[config.mk]
export PLATFORM = sky130hd
export DESIGN_NAME = asc_top
export DESIGN_NICKNAME = d
export VERILOG_FILES = /design/src/asc_pkg.sv /design/src/asc_tick_if.sv /design/src/asc_prescaler.sv /design/src/asc_top.sv
export SDC_FILE = /design/constraint.sdc
export NUM_CORES = 1
export LEC_CHECK = 0
export BUFFER_PORTS_ARGS = -buffer_cell sky130_fd_sc_hd__buf_4
export CAP_MARGIN = 20
export CORE_UTILIZATION = 54
export CTS_BUF_LIST = sky130_fd_sc_hd__clkbuf_4 sky130_fd_sc_hd__clkbuf_8
export DETAILED_ROUTE_END_ITERATION = 8
export GPL_TIMING_DRIVEN = 1
export MAX_ROUTING_LAYER = met4
export PLACE_DENSITY = 0.88
export SLEW_MARGIN = 20
export SYNTH_ARGS = -nofsm -noshare
export SYNTH_HDL_FRONTEND = slang
export SYNTH_SLANG_ARGS = --single-unit
[constraint.sdc]
create_clock -name clock -period 3.9 [get_ports clock]
set_input_delay 0.78 -clock clock [delete_from_list [all_inputs] [get_ports clock]]
set_output_delay 0.78 -clock clock [all_outputs]
set_load 0.01 [all_outputs]
[src/asc_pkg.sv]
// shared constants, register map and types for the converter sequencing block
package asc_pkg;
    localparam int          ADDR_W       = 12;
    localparam int          RES_W        = 10;
    localparam int          CH_W         = 3;
    localparam int          PRS_W        = 5;
    localparam int          DIV_W        = 7;
    // register indices; the byte address is four times the index
    localparam logic [7:0]  IDX_CLK_DIV  = 8'hf2;
    localparam logic [7:0]  IDX_CONTROL  = 8'hf3;
    localparam logic [7:0]  IDX_RES_LOW  = 8'hf4;
    localparam logic [7:0]  IDX_RES_HIGH = 8'hf5;
    localparam logic [7:0]  IDX_PIN_CFG  = 8'hf6;
    // control register fields
    localparam int          CTL_HOLD     = 6;
    localparam int          CTL_EN       = 5;
    localparam int          CTL_DONE     = 4;
    localparam int          CTL_START    = 3;
    localparam int          CTL_CH_LSB   = 0;
    localparam logic [7:0]  RST_BYTE     = 8'h00;
    localparam logic [7:0]  CTL_WMASK    = 8'h6f;
    localparam logic [7:0]  CLK_WMASK    = 8'h1f;
    localparam logic [31:0] RD_ZERO      = 32'h0000_0000;
    // result split between the two bytes
    localparam int          RES_HI_LSB   = 2;
    localparam int          RES_LO_W     = 2;
    // prescaler
    localparam logic [DIV_W-1:0] PRS_ZERO_DIV = 7'h40;
    localparam int          X1_SHIFT     = 2;
    localparam int          X2_SHIFT     = 1;
    // one sample-and-hold period plus ten bit periods
    localparam logic [3:0]  CONV_TICKS   = 4'hb;
    localparam logic [3:0]  TICK_ZERO    = 4'h0;
    localparam logic [3:0]  TICK_ONE     = 4'h1;

    typedef enum logic [0:0] {
        ASC_IDLE    = 1'b0,
        ASC_CONVERT = 1'b1
    } asc_state_t;

    function automatic logic reg_hit(input logic [ADDR_W-1:0] addr, input logic [7:0] idx);
        reg_hit = (addr == {2'b00, idx, 2'b00});
    endfunction : reg_hit
endpackage : asc_pkg

[src/asc_tick_if.sv]
// converter clock request and tick between sequencer and prescaler
`timescale 1ns/1ps
`default_nettype none
interface asc_tick_if;
    import asc_pkg::*;
    logic             run;
    logic [PRS_W-1:0] divide;
    logic             double_speed;
    logic             tick;
    modport ctl (output run, output divide, output double_speed, input tick);
    modport gen (input run, input divide, input double_speed, output tick);
endinterface : asc_tick_if
`default_nettype wire

[src/asc_prescaler.sv]
// converter clock prescaler: one tick per converter clock period
`timescale 1ns/1ps
`default_nettype none
module asc_prescaler
    import asc_pkg::*;
#(
    parameter int CNT_W = DIV_W
) (
    input  wire logic clock,
    input  wire logic rst,
    asc_tick_if.gen   tk
);
    logic [CNT_W-1:0] cnt;
    logic [CNT_W-1:0] period;
    logic [CNT_W-1:0] gap;
    logic             seen;

    always_comb begin
        if (tk.divide == '0) begin
            period = PRS_ZERO_DIV;
        end else if (tk.double_speed) begin
            period = CNT_W'({2'b00, tk.divide} << X2_SHIFT);
        end else begin
            period = CNT_W'({2'b00, tk.divide} << X1_SHIFT);
        end
    end

    // counter restarts with run so the first period after a start is whole
    always_ff @(posedge clock or posedge rst) begin
        if (rst) begin
            cnt     <= '0;
            tk.tick <= 1'b0;
        end else if (!tk.run) begin
            cnt     <= '0;
            tk.tick <= 1'b0;
        end else if (cnt == period - CNT_W'(1)) begin
            cnt     <= '0;
            tk.tick <= 1'b1;
        end else begin
            cnt     <= cnt + CNT_W'(1);
            tk.tick <= 1'b0;
        end
    end

    always_ff @(posedge clock or posedge rst) begin
        if (rst) begin
            gap  <= '0;
            seen <= 1'b0;
        end else if (!tk.run) begin
            gap  <= '0;
            seen <= 1'b0;
        end else if (tk.tick) begin
            gap  <= '0;
            seen <= 1'b1;
        end else begin
            gap  <= gap + CNT_W'(1);
        end
    end
endmodule : asc_prescaler
`default_nettype wire

[src/asc_top.sv]
// converter sequencing control: apb registers, conversion sequencer, result bytes
`timescale 1ns/1ps
`default_nettype none
module asc_top
    import asc_pkg::*;
(
    input  wire logic              clock,
    input  wire logic              rst,
    input  wire logic              psel,
    input  wire logic              penable,
    input  wire logic              pwrite,
    input  wire logic [ADDR_W-1:0] paddr,
    input  wire logic [31:0]       pwdata,
    output logic                   pready,
    output logic [31:0]            prdata,
    output logic                   pslverr,
    input  wire logic              double_speed_clocking,
    input  wire logic [RES_W-1:0]  core_result,
    output logic [7:0]             pin_analog_select,
    output logic                   converter_standby,
    output logic                   quiet_convert_hold,
    output logic [CH_W-1:0]        input_channel_select,
    output logic                   sample_phase,
    output logic                   convert_step,
    output logic                   conversion_done_flag
);
    asc_tick_if tk ();

    asc_state_t     state;
    asc_state_t     next_state;
    logic [7:0]     clk_div;
    logic [7:0]     pin_cfg;
    logic           hold_mode;
    logic           enable;
    logic           done_flag;
    logic           start_bit;
    logic [CH_W-1:0] chan_field;
    logic [CH_W-1:0] chan_latched;
    logic [7:0]     res_high;
    logic [7:0]     res_low;
    logic [3:0]     tick_cnt;
    logic           wr_access;
    logic           rd_mapped;
    logic           ctl_write;
    logic           start_accept;
    logic           conv_end;
    logic [7:0]     ctl_read;

    asc_prescaler #(
        .CNT_W (DIV_W)
    ) u_prescaler (
        .clock (clock),
        .rst   (rst),
        .tk    (tk.gen)
    );

    // apb slave: zero wait states, error only on unmapped addresses
    assign pready    = 1'b1;
    assign wr_access = psel && penable && pwrite;
    assign rd_mapped = reg_hit(paddr, IDX_CLK_DIV) || reg_hit(paddr, IDX_CONTROL)
                    || reg_hit(paddr, IDX_RES_LOW) || reg_hit(paddr, IDX_RES_HIGH)
                    || reg_hit(paddr, IDX_PIN_CFG);
    assign pslverr   = psel && penable && !rd_mapped;
    assign ctl_write = wr_access && reg_hit(paddr, IDX_CONTROL);

    assign ctl_read = {1'b0, hold_mode, enable, done_flag, start_bit, chan_field};

    always_comb begin
        prdata = RD_ZERO;
        if (psel && !pwrite) begin
            if (reg_hit(paddr, IDX_CLK_DIV)) begin
                prdata = {24'h00_0000, clk_div};
            end else if (reg_hit(paddr, IDX_CONTROL)) begin
                prdata = {24'h00_0000, ctl_read};
            end else if (reg_hit(paddr, IDX_RES_LOW)) begin
                prdata = {24'h00_0000, res_low};
            end else if (reg_hit(paddr, IDX_RES_HIGH)) begin
                prdata = {24'h00_0000, res_high};
            end else if (reg_hit(paddr, IDX_PIN_CFG)) begin
                prdata = {24'h00_0000, pin_cfg};
            end
        end
    end

    // start taken only when idle, enabled and the chosen pin is analog
    assign start_accept = ctl_write && pwdata[CTL_START] && (state == ASC_IDLE)
                       && pwdata[CTL_EN]
                       && pin_cfg[pwdata[CTL_CH_LSB +: CH_W]];
    assign conv_end     = (state == ASC_CONVERT) && tk.tick
                       && (tick_cnt == CONV_TICKS - TICK_ONE);

    // plain configuration registers; reserved bits are never stored
    always_ff @(posedge clock or posedge rst) begin
        if (rst) begin
            clk_div <= RST_BYTE;
            pin_cfg <= RST_BYTE;
        end else if (wr_access) begin
            if (reg_hit(paddr, IDX_CLK_DIV)) begin
                clk_div <= pwdata[7:0] & CLK_WMASK;
            end
            if (reg_hit(paddr, IDX_PIN_CFG)) begin
                pin_cfg <= pwdata[7:0];
            end
        end
    end

    always_ff @(posedge clock or posedge rst) begin
        if (rst) begin
            hold_mode  <= 1'b0;
            enable     <= 1'b0;
            chan_field <= '0;
        end else if (ctl_write) begin
            hold_mode  <= pwdata[CTL_HOLD];
            enable     <= pwdata[CTL_EN];
            chan_field <= pwdata[CTL_CH_LSB +: CH_W];
        end
    end

    // done flag: software may only clear it, and a new result wins
    always_ff @(posedge clock or posedge rst) begin
        if (rst) begin
            done_flag <= 1'b0;
        end else if (conv_end) begin
            done_flag <= 1'b1;
        end else if (ctl_write && !pwdata[CTL_DONE]) begin
            done_flag <= 1'b0;
        end
    end

    always_ff @(posedge clock or posedge rst) begin
        if (rst) begin
            start_bit <= 1'b0;
        end else if (start_accept) begin
            start_bit <= 1'b1;
        end else if (conv_end || (state == ASC_CONVERT && !enable)) begin
            start_bit <= 1'b0;
        end
    end

    always_comb begin
        next_state = state;
        case (state)
            ASC_IDLE: begin
                if (start_accept) begin
                    next_state = ASC_CONVERT;
                end
            end
            ASC_CONVERT: begin
                // leaving enable low aborts, the result bytes keep old data
                if (conv_end || !enable) begin
                    next_state = ASC_IDLE;
                end
            end
            default: begin
                next_state = ASC_IDLE;
            end
        endcase
    end

    always_ff @(posedge clock or posedge rst) begin
        if (rst) begin
            state <= ASC_IDLE;
        end else begin
            state <= next_state;
        end
    end

    always_ff @(posedge clock or posedge rst) begin
        if (rst) begin
            tick_cnt     <= TICK_ZERO;
            chan_latched <= '0;
        end else if (start_accept) begin
            tick_cnt     <= TICK_ZERO;
            chan_latched <= pwdata[CTL_CH_LSB +: CH_W];
        end else if (state == ASC_CONVERT && tk.tick) begin
            tick_cnt     <= tick_cnt + TICK_ONE;
        end
    end

    // both bytes load together with the flag so no read sees a mix
    always_ff @(posedge clock or posedge rst) begin
        if (rst) begin
            res_high <= RST_BYTE;
            res_low  <= RST_BYTE;
        end else if (conv_end) begin
            res_high <= core_result[RES_W-1:RES_HI_LSB];
            res_low  <= {6'h00, core_result[RES_LO_W-1:0]};
        end
    end

    assign tk.run          = (state == ASC_CONVERT);
    assign tk.divide       = clk_div[PRS_W-1:0];
    assign tk.double_speed = double_speed_clocking;

    assign pin_analog_select    = pin_cfg;
    assign converter_standby    = !enable;
    assign quiet_convert_hold   = (state == ASC_CONVERT) && hold_mode;
    assign input_channel_select = chan_latched;
    assign sample_phase         = (state == ASC_CONVERT) && (tick_cnt == TICK_ZERO);
    assign convert_step         = tk.tick;
    assign conversion_done_flag = done_flag;
endmodule : asc_top
`default_nettype wire

; ---- Word-level counts from Yosys, hierarchy flattened
; Cells that the tools add are included.
[totals]
register_bits = 46
latch_bits = 0
ram_bits = 0
mem_bits_ro = 0
input_bits = 60
output_inout_bits = 50
wordCells = 81
mem_count = 0
[classes]
add_sub_neg = 3
multipliers = 0
div = 0
order_cmp = 1
eq_ne = 7
shift = 0
muxes = 23
bitwise = 1
n_reduce_logical = 32
[op_table]
columns = op, n
row1 = "== test 12 x 10 -> 1 bit, second input constant", 5
row2 = 2-to-1 mux 8 bit, 6
row3 = 2-to-1 mux 7 bit, 4
row4 = logical AND 1 bit, 15
row5 = 2-to-1 mux 1 bit, 9
row6 = 2-to-1 mux 4 bit, 2
row7 = "adder 7 x 1 -> 7 bit, second input constant", 1
row8 = == test 7 bit, 1
row9 = "subtractor 7 x 1 -> 7 bit, second input constant", 1
row10 = logical OR 1 bit, 6
row11 = nonzero test 2 bit, 3
row12 = logical NOT 5 bit, 1
row13 = "adder 4 x 1 -> 4 bit, second input constant", 1
row14 = "== test 4 bit, second input constant", 1
row15 = logical NOT 1 bit, 4
row16 = logical NOT 4 bit, 1
row17 = "less-than comparator 3 x 4 -> 1 bit, second input constant", 1
row18 = AND reduction 2 bit, 2
row19 = binary-select mux 1 bit (select 3 bit), 1
row20 = case mux 1 bit (2 select lines), 1
row21 = NOT 1 bit, 1

; ---- Depth between registers and ports, before layout
[logic_depth]
ltp_word = 9
ltp_mapped = 8
ltp_nobuf = 7

; ---- By module
; From an unflattened synthesis, not the netlist that was laid out.
[unflattened]
hier_cells = 259
hier_area_um2 = 2817.7
[modules_own_cells]
columns = module, n_inst, cells_each, area_each_um2, seq_area_each_um2
row1 = asc_top, 1, 196, 2192.1, 950.9
row2 = asc_prescaler, 1, 63, 625.6, 200.2

; ---- Worst setup path after synthesis
; Ideal clock, no wire load.
[synth_timing]
kind = input-to-output
from = input port paddr[10]
to = output port prdata[5]
arrival_time_ns = 2.371
t_required_ns = 3.120
slack_ns = 0.749
path_stages = 6
path_buffers = 1
path_cell_list = nand4bb_1 -> or4_1 -> buf_6 -> nor3b_1 -> o21ai_0 -> nor2_1
[synth_between]
elab_chain_len = 7
word_cells_on_any_way = 11
classes_between = eq/ne: 5 / mux: 6
[synth_lines]
columns = item, line
row1 = start: declaration, asc_top.sv:12  ; input wire logic [ADDR_W-1:0] paddr,
row2 = == test 12 x 10 -> 1 bit, asc_pkg.sv:42  ; reg_hit = (addr == {2'b00, idx, 2'b00});
row3 = 2-to-1 mux 8 bit, asc_top.sv:79  ; end else if (reg_hit(paddr, IDX_PIN_CFG)) begin
row4 = 2-to-1 mux 8 bit, asc_top.sv:77  ; end else if (reg_hit(paddr, IDX_RES_HIGH)) begin
row5 = 2-to-1 mux 8 bit, asc_top.sv:75  ; end else if (reg_hit(paddr, IDX_RES_LOW)) begin
row6 = 2-to-1 mux 8 bit, asc_top.sv:73  ; end else if (reg_hit(paddr, IDX_CONTROL)) begin
row7 = 2-to-1 mux 8 bit (*), asc_top.sv:71  ; if (reg_hit(paddr, IDX_CLK_DIV)) begin
row8 = 2-to-1 mux 8 bit (*), asc_top.sv:70  ; if (psel && !pwrite) begin
row9 = end: declaration, asc_top.sv:15  ; output logic [31:0] prdata,
; Mark *: on every way between the ends. The rest lies on a longest branch, timed or not.

; ---- Final worst setup path
[layout_timing]
from = input port paddr[10]
to = output port prdata[6]
; The elaborated chain is that of the path after synthesis.

==> qor.yml <==
detailed_routing:
  vias_per_cell: 5.366
  wire_per_inst_um: 14.82
  vias: 2055
  wl_um: 5676
  drc: 0
  detailedRoute.firstIterationViolations: 100
  ant_nets: 0
  firstDrtPassIters: 4
power_and_ir_drop:
  ir_drop_v: 0.0002603
  sequentialPowerShare: 0.521
  intPower_uw: 712.2
  power.static_leakage_uw: 0.001588
  combPwrFrac: 0.095
  p_sw_uw: 220.5
  pwr-share-clk: 0.384
  p_per_area_mw_per_mm2: 288.1
  power.share.switching: 0.2364
worst_setup_path:
  cp-endpoint: "prdata[6]"
  critPathMaxStageDelay_ns: 0.65
  ff2ff_path_depth: 3
  crit_arrival_ns: 2.61
  cp_max_fo: 6
  startpoint: "paddr[10]"
  cp.required_ns: 3.12
  cp_cell_sequence: "buf_4 > nand4bb_1 > or4_1 > nor3b_1 > buf_4 > o21ai_0 > nor2_1 > buf_4"
  path_common_cell: "buf_4"
  criticalPathCategory: "in -> out"
  reg2reg_to: "res_high[6]"
  crit_path_end_kind: "output port"
  rrSetupSlack_ns: 1.76
  crit_path_top_delay_cell: "or4_1"
  r2r_start: "state"
  crit_path_start_kind: "primary input"
cts:
  cts_hold_buffers: 0
  post_cts_buffers: 0
  htree_levels: 2
  clockBufferDepth: 2
  root_buffer: "clkbuf_8"
  path_clk_slew_ns: 0.09
  cts_resized: 0
  cts_buffers: 5
  cts_tree: "built"
  cts.sinks: 46
  worstSkewPairLatency_ns: 0.31
layout:
  layout_common_cells: "62 x buf_4, 46 x dfrtp_1, 25 x conb_1, 24 x mux2_2, 18 x nand2_1"
  drive_gt1_frac: 0.3354
  fillers: 389
  layout.cells.non_filler: 383
  layout.nets: 380
  final-seq-area_mm2: 0.001151
  area.growth.synth_to_final_pct: 17.91
  n_antenna_cell: 0
  multi_input_area_mm2: 0.001398
  layout_commonest_cell: "buf_4"
synthesis:
  synthCells: 261
  syn_area_mm2: 0.002745
  postSynthAreaPerCell_um2: 10.52
  synth-edff-count: 0
  async_reset_ff_frac: 1.000
  yosysSeqAreaShare: 0.4193
  yosysUniqueCellTypes: 49
  ys_dominant_reg_cell: "dfrtp_1"
  synth_warnings: 0
  ys_ff_latch: 46
place:
  placedCellCount: 375
  routabilityCongestion: 0.9060
  dp_hpwl_um: 4334
  io_buffers: 60
global_routing:
  grt_pass1_vias: 1999
  grt_overflow_total: 0
  grt_max_degree: 47
  grt_usage: 0.2303
  grt_pass1_wl_um: 9087
  antenna_found_initial: 0
timing:
  fmax_mhz: 294.6
  finalSetupViolations: 0
  finalClockSkew_ns: 0.01106
  fin_crit_sh: 0.8704
  rsz0062_at_grt: "false"
  finalHoldViolations: 0
  worst_slew_margin_rel: 0.5089
  tightestPinTransition_ns: 0.7351
  min_period_ns: 3.394
  slew_violations: 0
  setup_tns_ns: 0
floorplan:
  die_x_um: 73.30
  ioPinCount: 110
  num_rows: 25
  dieArea_mm2: 0.005373
  dieHeight_um: 73.30
  initial_core_util: 0.5699
  core_mm2: 0.004817
hold_path:
  hp-class: "reg -> reg"
outcome:
  outcome: "finished clean"
flow_run:
  maxCapViolCount: 0
[power groups by stage]
stage               registers, uW  clock network (uW)  logic, uW
finish                        486                 358       88.5
CTS                           486                 358       88.4
global route                  486                 378       97.7
floorplan                     494                   0       66.0
detailed placement            495                   0       87.6
global placement              495                   0       85.7
[area by class of cell]
type | instances | area share
flip-flops and latches | 46 | 0.3556
multi-input cells | 193 | 0.4318
clock buffers | 5 | 0.02126
well taps | 67 | 0.02590
inverters | 7 | 0.008118
clock inverters | 3 | 0.01353
repair buffers | 62 | 0.1438
[worst min-delay path by stage]
stage	start	end	slack (ns)	cells past startpoint
finish	u_prescaler.cnt[0]	u_prescaler.cnt[0]	0.51	1
global route	u_prescaler.cnt[0]	u_prescaler.cnt[0]	0.53	1
CTS	u_prescaler.cnt[0]	u_prescaler.cnt[0]	0.51	1
detailed placement	u_prescaler.cnt[0]	u_prescaler.cnt[0]	0.50	1
global placement	u_prescaler.cnt[0]	u_prescaler.cnt[0]	0.48	1
floorplan	u_prescaler.cnt[0]	u_prescaler.cnt[0]	0.44	1
[logic make-up (layout without fill, tap and decap cells)]
logic type / Yosys count / after routing / share of synthesized area
mux: 34 / 34 / 0.1422
simple gates: 75 / 75 / 0.1572
xor+xnor: 16 / 16 / 0.05105
flops: 46 / 46 / 0.4193
compound gates: 38 / 38 / 0.1016
fa+ha+maj: 5 / 5 / 0.02279
buf+inv: 45 / 77 / 0.1030
other cells: 2 / 25 / 0.002736
[stage by stage]
stage               total power, uW  instance area [um^2]  utilization  setup WS, ns  hold slack [ns]
CTS                           932.3                  3237       0.6719        0.5122           0.5110
floorplan                     559.6                  2831            -        0.7488           0.4439
finish                        932.7                  3237       0.6719        0.5056           0.5062
detailed placement            582.7                  3124       0.6486        0.5308           0.4951
global placement              580.4                  3124       0.6486        0.5270           0.4823
global route                  961.9                  3237       0.6719        0.4207           0.5281
[layer usage]
layer	part of all wire	track usage	wire [um]
met1	0.42	0.2712	2382
met2	0.52	0.4095	2955
met3	0.044	0.03018	249
met4	0.016	0.07265	89
met5	0	-	0
[cells in the mapped netlist (6+ instances only)]
library cell | number | area, um^2
nand2_1 | 18 | 67.56
clkbuf_1 | 9 | 33.78
dfrtp_1 | 46 | 1151
mux2i_1 | 6 | 60.06
inv_1 | 7 | 26.28
buf_4 | 26 | 195.2
o21ai_0 | 9 | 45.04
mux2_2 | 24 | 270.3
xnor2_1 | 11 | 96.34
nor2_1 | 17 | 63.81
[critical path, delay by kind of cell]
family | cells | cell delay (ns)
simple gates | 4 | 1.24
buf+inv | 3 | 0.42
compound gates | 1 | 0.18
[flip-flops by register name, summed over array words and instances, names as in the netlist]
name / count
chan_field: 3
clk_div: 5
conversion_done_flag: 1
enable: 1
hold_mode: 1
input_channel_select: 3
pin_analog_select: 8
res_high: 8
res_low: 2
start_bit: 1
state: 1
tick_cnt: 4
u_prescaler.cnt: 7
u_prescaler.tk.tick: 1
No activity file was read; power rests on OpenSTA's default activity.
